--- src/logic/pss_defines.vh ---
// Constants shared by the prioritized supply selector logic.
// Assumes a 100 MHz system clock and a classic Wishbone register bus.
`ifndef PSS_DEFINES_VH
`define PSS_DEFINES_VH

// ****************************************
// timing
// ****************************************
`define PSS_CLK_MHZ 100
`define PSS_TICK_US 1000
`define PSS_VALID_MS 256
`define PSS_FAULT_US 8
`define PSS_TICK_CYCLES (`PSS_TICK_US * `PSS_CLK_MHZ)
`define PSS_VALID_TICKS ((`PSS_VALID_MS * 1000) / `PSS_TICK_US)
`define PSS_FAULT_CYCLES (`PSS_FAULT_US * `PSS_CLK_MHZ)

// ****************************************
// register word index, taken from ADR_I[3:2]
// ****************************************
`define PSS_IDX_CTRL 2'h0
`define PSS_IDX_STATUS 2'h1
`define PSS_IDX_EVENT 2'h2

// ****************************************
// control fields and reset values
// ****************************************
`define PSS_CTRL_EN_BIT 0
`define PSS_CTRL_SD_BIT 1
`define PSS_CTRL_EN_RST 1'h1
`define PSS_CTRL_SD_RST 1'h0

// ****************************************
// status fields
// ****************************************
`define PSS_ST_GOOD_LSB 0
`define PSS_ST_GATE_LSB 3
`define PSS_ST_CAS_BIT 6
`define PSS_ST_OFF_LSB 7
`define PSS_ST_FSM_LSB 10

// ****************************************
// event fields
// ****************************************
`define PSS_EV_SWITCH_BIT 0
`define PSS_EV_LOSS_BIT 1

`endif

--- src/logic/pss_vtimer.v ---
// Per-channel validation timer and out-of-window debounce.
// Assumes tick is a one-cycle pulse from the shared timebase.
`timescale 1ns/100ps

module pss_vtimer
#(
   parameter VALID_TICKS = 256,
   parameter FAULT_CYCLES = 800
)
(
   input wire clk,
   input wire rst,
   input wire ce,
   input wire tick,
   input wire clr,
   input wire fault,
   output reg valid,
   output reg fault_long
);

   reg [15:0] cnt;
   reg [15:0] fcnt;
   wire [15:0] full_count;

   // one tick past the limit, so a partial first period never counts
   assign full_count = VALID_TICKS[15:0] + 16'h0001;

   // ****************************************
   // in-window qualification count
   // ****************************************
   // restart on fault
   always @(posedge clk)
   begin
      if (rst)
      begin
         cnt <= 16'h0000;
         valid <= 1'b0;
      end
      else if (ce)
      begin
         if (clr || fault)
         begin
            cnt <= 16'h0000;
            valid <= 1'b0;
         end
         else
         begin
            if (tick && (cnt != full_count))
               cnt <= cnt + 16'h0001;
            valid <= (cnt == full_count);
         end
      end
   end

   // ****************************************
   // out-of-window persistence count
   // ****************************************
   // eight microsecond debounce
   always @(posedge clk)
   begin
      if (rst)
      begin
         fcnt <= 16'h0000;
         fault_long <= 1'b0;
      end
      else if (ce)
      begin
         if (clr || !fault)
         begin
            fcnt <= 16'h0000;
            fault_long <= 1'b0;
         end
         else
         begin
            if (fcnt != FAULT_CYCLES[15:0])
               fcnt <= fcnt + 16'h0001;
            fault_long <= (fcnt >= (FAULT_CYCLES[15:0] - 16'h0001));
         end
      end
   end

endmodule

--- src/logic/pss_selector.v ---
// Prioritized three-input supply selector control, with Wishbone registers.
// Assumes comparator flags, gate-off sense and reverse permits are
// synchronous to CLK; gates drive external switch transistors.
//
// Design decisions made here: the Wishbone interface to the registers and the register addresses.
`timescale 1ns/100ps
`include "pss_defines.vh"

// Behaviour
// - good indicator low after 256ms in window
// - overvoltage flag invalidates its channel
// - undervoltage flag invalidates its channel
// - first channel connects whenever validated
// - second connects only if first fails
// - third connects only if both fail
// - disable drops gates, timers keep running
// - enabled connects highest valid channel
// - shutdown drops gates, resets all timers
// - shutdown release resumes validation and connection
// - cascade high: none valid, gates off, enabled
// - cascade high whenever shutdown asserted
// - cascade low when valid, running, enabled
// - cascade low when enable deasserted, unless shutdown asserted
// - connect only after reverse permit shown
// - disconnect after 8us out of window
// - higher valid channel preempts lower one
// - break before make on gate-off latch
module pss_selector
#(
   parameter TICK_CYCLES = `PSS_TICK_CYCLES,
   parameter VALID_TICKS = `PSS_VALID_TICKS
)
(
   input wire CLK,
   input wire SYS_RST,
   input wire CE,
   input wire WB_CYC_I,
   input wire WB_STB_I,
   input wire WB_WE_I,
   input wire [3:0] WB_ADR_I,
   input wire [3:0] WB_SEL_I,
   input wire [31:0] WB_DAT_I,
   output reg [31:0] WB_DAT_O,
   output reg WB_ACK_O,
   input wire CHANNEL1_OVER_FLAG,
   input wire CHANNEL2_OVER_FLAG,
   input wire CHANNEL3_OVER_FLAG,
   input wire CHANNEL1_UNDER_FLAG,
   input wire CHANNEL2_UNDER_FLAG,
   input wire CHANNEL3_UNDER_FLAG,
   input wire ENABLE,
   input wire SHUTDOWN_REQUEST_N,
   input wire [2:0] GATE_OFF_SENSE,
   input wire [2:0] REVERSE_PERMIT,
   output reg CHANNEL1_GATE_ON,
   output reg CHANNEL2_GATE_ON,
   output reg CHANNEL3_GATE_ON,
   output reg CHANNEL1_GOOD_N,
   output reg CHANNEL2_GOOD_N,
   output reg CHANNEL3_GOOD_N,
   output reg CASCADE
);

   localparam ST_IDLE = 2'h0;
   localparam ST_MAKE = 2'h1;
   localparam ST_ON = 2'h2;
   localparam ST_BREAK = 2'h3;
   localparam FAULT_CYCLES = `PSS_FAULT_CYCLES;

   reg [31:0] tick_cnt;
   reg tick;
   reg soft_en;
   reg soft_sd;
   reg [1:0] event_bits;
   reg [1:0] state;
   reg [1:0] next_state;
   reg [2:0] cur;
   reg [2:0] next_cur;
   reg [2:0] gate;
   reg [2:0] next_gate;
   reg [2:0] off_latch;
   reg [2:0] want;
   reg ev_switch;
   reg ev_loss;
   reg next_cas;
   wire [2:0] fault;
   wire [2:0] valid;
   wire [2:0] flong;
   wire shutdown;
   wire enabled;
   wire run;
   wire wb_req;
   wire [1:0] idx;
   wire higher;
   wire cur_flong;

   // ****************************************
   // shared timebase
   // ****************************************

   // one tick pulse per timebase period
   always @(posedge CLK)
   begin
      if (SYS_RST)
      begin
         tick_cnt <= 32'h00000000;
         tick <= 1'b0;
      end
      else if (CE)
      begin
         if (tick_cnt == (TICK_CYCLES - 1))
         begin
            tick_cnt <= 32'h00000000;
            tick <= 1'b1;
         end
         else
         begin
            tick_cnt <= tick_cnt + 32'h00000001;
            tick <= 1'b0;
         end
      end
   end

   // ****************************************
   // window qualification per channel
   // ****************************************

   assign fault = {CHANNEL3_OVER_FLAG | CHANNEL3_UNDER_FLAG,
                   CHANNEL2_OVER_FLAG | CHANNEL2_UNDER_FLAG,
                   CHANNEL1_OVER_FLAG | CHANNEL1_UNDER_FLAG};
   assign shutdown = !SHUTDOWN_REQUEST_N || soft_sd;
   assign enabled = ENABLE && soft_en;
   assign run = enabled && !shutdown;

   genvar g;
   generate
      for (g = 0; g < 3; g = g + 1)
      begin : chan
         pss_vtimer
         #(
            .VALID_TICKS(VALID_TICKS),
            .FAULT_CYCLES(FAULT_CYCLES)
         )
         u_timer
         (
            .clk(CLK),
            .rst(SYS_RST),
            .ce(CE),
            .tick(tick),
            .clr(shutdown),
            .fault(fault[g]),
            .valid(valid[g]),
            .fault_long(flong[g])
         );
      end
   endgenerate

   always @(posedge CLK)
   begin
      if (SYS_RST)
      begin
         CHANNEL1_GOOD_N <= 1'b1;
         CHANNEL2_GOOD_N <= 1'b1;
         CHANNEL3_GOOD_N <= 1'b1;
      end
      else if (CE)
      begin
         CHANNEL1_GOOD_N <= !valid[0];
         CHANNEL2_GOOD_N <= !valid[1];
         CHANNEL3_GOOD_N <= !valid[2];
      end
   end

   // ****************************************
   // priority choice
   // ****************************************

   // highest-priority valid channel, one-hot
   always @*
   begin
      want = 3'h0;
      if (run)
      begin
         if (valid[0])
            want = 3'h1;
         else if (valid[1])
            want = 3'h2;
         else if (valid[2])
            want = 3'h4;
      end
   end

   assign higher = ((want & (cur - 3'h1)) != 3'h0);
   assign cur_flong = ((cur & flong) != 3'h0);

   // gate-off indications latched per channel
   always @(posedge CLK)
   begin
      if (SYS_RST)
         off_latch <= 3'h0;
      else if (CE)
         off_latch <= (off_latch | (GATE_OFF_SENSE & ~gate)) & ~next_gate;
   end

   // ****************************************
   // gate sequencer
   // ****************************************

   // next state of the break-before-make sequence
   always @*
   begin
      next_state = state;
      next_cur = cur;
      next_gate = gate;
      ev_switch = 1'b0;
      ev_loss = 1'b0;
      case (state)
         ST_IDLE:
         begin
            next_gate = 3'h0;
            if ((want != 3'h0) && (off_latch == 3'h7))
            begin
               next_cur = want;
               next_state = ST_MAKE;
            end
         end
         ST_MAKE:
         begin
            if (want != cur)
               next_state = ST_IDLE;
            else if ((cur & REVERSE_PERMIT) != 3'h0)
            begin
               next_gate = cur;
               next_state = ST_ON;
               ev_switch = 1'b1;
            end
         end
         ST_ON:
         begin
            if (!run || cur_flong || higher)
            begin
               next_gate = 3'h0;
               next_state = ST_BREAK;
               ev_loss = cur_flong;
            end
         end
         ST_BREAK:
         begin
            next_gate = 3'h0;
            if ((cur & off_latch) != 3'h0)
               next_state = ST_IDLE;
         end
         default:
         begin
            next_gate = 3'h0;
            next_state = ST_IDLE;
         end
      endcase
   end

   // sequencer registers and gate outputs
   always @(posedge CLK)
   begin
      if (SYS_RST)
      begin
         state <= ST_IDLE;
         cur <= 3'h0;
         gate <= 3'h0;
         CHANNEL1_GATE_ON <= 1'b0;
         CHANNEL2_GATE_ON <= 1'b0;
         CHANNEL3_GATE_ON <= 1'b0;
      end
      else if (CE)
      begin
         state <= next_state;
         cur <= next_cur;
         gate <= next_gate;
         CHANNEL1_GATE_ON <= next_gate[0];
         CHANNEL2_GATE_ON <= next_gate[1];
         CHANNEL3_GATE_ON <= next_gate[2];
      end
   end

   // ****************************************
   // cascade output
   // ****************************************

   // cascade level from shutdown, enable and validity
   always @*
   begin
      next_cas = CASCADE;
      if (shutdown)
         next_cas = 1'b1;
      else if (!enabled)
         next_cas = 1'b0;
      else if (valid != 3'h0)
         next_cas = 1'b0;
      else if ((off_latch == 3'h7) && (gate == 3'h0))
         next_cas = 1'b1;
   end

   always @(posedge CLK)
   begin
      if (SYS_RST)
         CASCADE <= 1'b0;
      else if (CE)
         CASCADE <= next_cas;
   end

   // ****************************************
   // wishbone register slave
   // ****************************************

   assign wb_req = WB_CYC_I && WB_STB_I && !WB_ACK_O;
   assign idx = WB_ADR_I[3:2];

   // ack, read data and register writes
   always @(posedge CLK)
   begin
      if (SYS_RST)
      begin
         WB_ACK_O <= 1'b0;
         WB_DAT_O <= 32'h00000000;
         soft_en <= `PSS_CTRL_EN_RST;
         soft_sd <= `PSS_CTRL_SD_RST;
         event_bits <= 2'h0;
      end
      else if (CE)
      begin
         WB_ACK_O <= wb_req;
         WB_DAT_O <= 32'h00000000;
         // events set, write-one clears, set wins
         event_bits[`PSS_EV_SWITCH_BIT] <= ev_switch || (event_bits[`PSS_EV_SWITCH_BIT]
            && !(wb_req && WB_WE_I && WB_SEL_I[0] && (idx == `PSS_IDX_EVENT)
            && WB_DAT_I[`PSS_EV_SWITCH_BIT]));
         event_bits[`PSS_EV_LOSS_BIT] <= ev_loss || (event_bits[`PSS_EV_LOSS_BIT]
            && !(wb_req && WB_WE_I && WB_SEL_I[0] && (idx == `PSS_IDX_EVENT)
            && WB_DAT_I[`PSS_EV_LOSS_BIT]));
         if (wb_req && WB_WE_I && WB_SEL_I[0] && (idx == `PSS_IDX_CTRL))
         begin
            soft_en <= WB_DAT_I[`PSS_CTRL_EN_BIT];
            soft_sd <= WB_DAT_I[`PSS_CTRL_SD_BIT];
         end
         if (wb_req && !WB_WE_I)
         begin
            case (idx)
               `PSS_IDX_CTRL:
               begin
                  WB_DAT_O[`PSS_CTRL_EN_BIT] <= soft_en;
                  WB_DAT_O[`PSS_CTRL_SD_BIT] <= soft_sd;
               end
               `PSS_IDX_STATUS:
               begin
                  WB_DAT_O[`PSS_ST_GOOD_LSB + 2:`PSS_ST_GOOD_LSB] <= valid;
                  WB_DAT_O[`PSS_ST_GATE_LSB + 2:`PSS_ST_GATE_LSB] <= gate;
                  WB_DAT_O[`PSS_ST_CAS_BIT] <= CASCADE;
                  WB_DAT_O[`PSS_ST_OFF_LSB + 2:`PSS_ST_OFF_LSB] <= off_latch;
                  WB_DAT_O[`PSS_ST_FSM_LSB + 1:`PSS_ST_FSM_LSB] <= state;
               end
               `PSS_IDX_EVENT:
                  WB_DAT_O[`PSS_EV_LOSS_BIT:`PSS_EV_SWITCH_BIT] <= event_bits;
               default:
                  WB_DAT_O <= 32'h00000000;
            endcase
         end
      end
   end

endmodule

--- config.mk ---
export PLATFORM = sky130hd
export DESIGN_NAME = pss_selector
export DESIGN_NICKNAME = d
export VERILOG_FILES = /design/src/logic/pss_vtimer.v /design/src/logic/pss_selector.v
export VERILOG_INCLUDE_DIRS = /design/src /design/src/logic
export SDC_FILE = /design/constraint.sdc
export NUM_CORES = 1
export LEC_CHECK = 0
export BUFFER_PORTS_ARGS = -buffer_cell sky130_fd_sc_hd__buf_2
export CAP_MARGIN = 30
export CELL_PAD_IN_SITES_DETAIL_PLACEMENT = 2
export CELL_PAD_IN_SITES_GLOBAL_PLACEMENT = 2
export CORE_MARGIN = 2
export CORE_UTILIZATION = 38
export DETAILED_ROUTE_END_ITERATION = 7
export GPL_TIMING_DRIVEN = 0
export HOLD_SLACK_MARGIN = 0.05
export PLACE_DENSITY = 0.91
export REMOVE_ABC_BUFFERS = 1
export SYNTH_ARGS = -nofsm -noshare
export SYNTH_HDL_FRONTEND = slang
export SYNTH_SLANG_ARGS = --single-unit
--- constraint.sdc ---
create_clock -name CLK -period 5.2 [get_ports CLK]
set_input_delay 0.26 -clock CLK [delete_from_list [all_inputs] [get_ports CLK]]
set_output_delay 0.26 -clock CLK [all_outputs]
set_load 0.02 [all_outputs]
==> results.sh <==
export IMPL_slew_violations=0
export IMPL_cp_max_fo=9
export IMPL_finalSetupViolations=0
export IMPL_utilization_pct=43.0
export IMPL_firstDrtPassIters=5
export IMPL_grt_pass1_vias=8673
export IMPL_clock_tree_root_cell="clkbuf_16"
export IMPL_chipHeight_um=152
export IMPL_synthTopCellsByArea="dfxtp_1, nor2_1, xor2_1, a21oi_1, xnor2_1"
export IMPL_place_congestion=0.774
export IMPL_netlist_instances=981
export IMPL_fin_nets=1085
export IMPL_nFillCells=2395
export IMPL_mostFrequentLayoutCell="dfxtp_1"
export IMPL_drc=0
export IMPL_hpwl_mm=18.0
export IMPL_final_min_period_over_clock_period_pct=59.7
export IMPL_avgSynthCellArea_um2=8.47
export IMPL_die_area_mm2=0.0231
export IMPL_async_flop_share_pct=0
export IMPL_ant_nets=0
export IMPL_path_class="reg2reg"
export IMPL_grt_use_met1_pct=28.8
export IMPL_grt_max_degree=46
export IMPL_syn_area_mm2=0.00831
export IMPL_layout_common_cells="dfxtp_1, nor2_1, nand2_1, xor2_1, a21oi_1"
export IMPL_grtUsageTotal_pct=25.2
export IMPL_cts_reportedPaths_clkPinSlew_ns=0.07
export IMPL_core_region_area_mm2=0.0216
export IMPL_cp_end_kind="flip-flop"
export IMPL_p_leak_nw=3.21
export IMPL_area_growth_syn_to_layout_pct=11.8
export IMPL_relSlewSlack_pct=40.3
export IMPL_status="complete, no violations"
export IMPL_drtIter0Drc=424
export IMPL_clock_fmax_mhz=322
export IMPL_gr_total_overflow=0
export IMPL_gr_usage_met3_pct=3.71
export IMPL_ys_seq_area_share_pct=40.2
export IMPL_tightest_slew_ns=0.896
export IMPL_grt_pass1_wl_mm=47.5
export IMPL_cts_buffer_depth=2
export IMPL_numCtsBuffers=17
export IMPL_antenna_found_initial=0
export IMPL_synth_top_area_cell="dfxtp_1"
export IMPL_vias_per_cell=5.93
export IMPL_peakVddDrop_mv=0.140
export IMPL_clock_sinks=167
export IMPL_vias=7726
export IMPL_tns_ns=0
export IMPL_final_setup_skew_ns=0.0162
export IMPL_critPathLaunchType="flip-flop"
export IMPL_hp_class="in2reg"
export IMPL_synth_main_ff_cell="dfxtp_1"
export IMPL_post_cts_setup_buffer_count=0
export IMPL_p_per_area_mw_per_mm2=295
export IMPL_rsz0062_at_grt="false"
export IMPL_hold_violations=0
export IMPL_totalPowerFinal_mw=2.74
export IMPL_ctsResizeCount=0
export IMPL_arrival_ns=3.45
export IMPL_clk_latency_ns=0.45
export IMPL_start_util_pct=38.4
export IMPL_wl_per_cell_um=22.2
export IMPL_io_pins=100
export IMPL_ys_ff_latch=167
export IMPL_netlist_area_leader_share_pct=40.2
export IMPL_h_tree_depth=4
export IMPL_cts_tree="done"
export IMPL_portBuffers=44
export IMPL_synth_cell_types=71
export IMPL_cts_hold_fix_buffers=0
export IMPL_wl_mm=29.0
export IMPL_rows=54
export IMPL_antenna_cells=0
export IMPL_layout_drive_gt1_share_pct=9.97
export IMPL_busiest_layer="met2"
export IMPL_yosysWarningCount=0
export IMPL_drv_cap=0
export IMPL_min_period_ns=3.10
export IMPL_use_met2_pct=46.1
export IMPL_synth_edf_count=0
export IMPL_required_ns=5.54
export IMPL_die_w_um=152
kinds of logic after synthesis:
group | share of synthesized area (%)
xor+xnor | 9.28
flops | 40.2
fa+ha+maj | 2.26
other cells | 0.0451
compound gates | 13.4
simple gates | 27.9
mux | 1.37
buf+inv | 5.42
final timing paths:
kind / start / cells after the start / slack (ns) / to
worst min-delay path: WB_DAT_I[0] / 3 / 0.17 / soft_en$_SDFFE_PP1P_
worst max-delay path: soft_sd$_SDFFE_PP0P_ / 8 / 2.10 / off_latch[2]$_SDFFE_PP0P_
worst max register to register: soft_sd$_SDFFE_PP0P_ / 8 / 2.10 / off_latch[2]$_SDFFE_PP0P_
worst min register to register: WB_ACK_O$_SDFFE_PP0P_ / 2 / 0.48 / WB_ACK_O$_SDFFE_PP0P_
Yosys cell counts, types with 3 or more instances:
master	count
a22oi_1	13
nand4_1	38
nor2_1	142
dfxtp_1	167
xor2_1	57
a22o_1	3
o31ai_1	5
a21oi_1	56
o2111ai_1	9
and2_1	7
nor2b_1	8
buf_4	21
buf_6	5
and4_1	11
ha_1	15
buf_2	9
o21ai_0	36
o211ai_1	7
mux2_2	3
nor4b_1	9
a31oi_1	3
nand2_1	63
or3_1	28
and3_1	25
nand2b_1	3
mux2i_1	8
inv_1	25
nand4b_1	6
nor4_1	16
or4_1	6
a211oi_1	9
nand3_1	41
nor3_1	22
xnor2_1	31
clkbuf_1	23
layout make-up:
cell class                      instances  area [um^2]  share of cell area, %
Clock buffer                           19          433                   4.66
Clock inverter                         13          145                   1.56
Inverter                               26         97.6                   1.05
Multi-Input combinational cell        747         4590                   49.4
Sequential cell                       167         3340                   36.0
Tap cell                              280          350                   3.77
Timing Repair Buffer                   51          333                   3.58
state kept, by name (all words and copies together) (netlist names), 2 cells and up, named ones only:
signal                   flops
off_latch                    3
chan.u_timer.valid           3
chan.u_timer.fcnt           48
tick_cnt                    32
chan.u_timer.fault_long      3
event_bits                   2
WB_DAT_O                    12
gate                         2
chan.u_timer.cnt            48
cur                          3
worst max-delay path: stages, from the launching register on:
cell	delay (ns)
dfxtp_1	0.59
nand4b_1	0.33
nor2_1	0.11
ha_1	0.31
nor3b_1	0.23
o31ai_1	0.17
a21oi_1	0.59
mux2_2	0.40
a211oi_1	0.28
where the power goes:
group          internal, mW  leakage, nW  switching [mW]
clock network         0.714        0.268           0.593
registers              1.29         1.35          0.0116
logic                0.0375         1.59           0.100
total                  2.04         3.21           0.705
through the flow:
stage          hold slack, ns  instances  instance area (um^2)  worst slack (ns)
2_1_floorplan           0.329        940                  8030              3.03
3_3_place_gp            0.459       1264                  8600              1.21
6_report                0.174       1303                  9290              2.10
3_5_place_dp            0.477       1270                  8700              2.34
5_1_grt                 0.167       1303                  9290              1.98
4_1_cts                 0.161       1302                  9280              2.18
layer usage:
layer	wire, um	up-vias
met2	15200	188
met5	0	-
met1	11900	3913
li1	-	3547
met3	954	78
met4	947	0
Note: power is estimated with default switching activity, not from simulation.
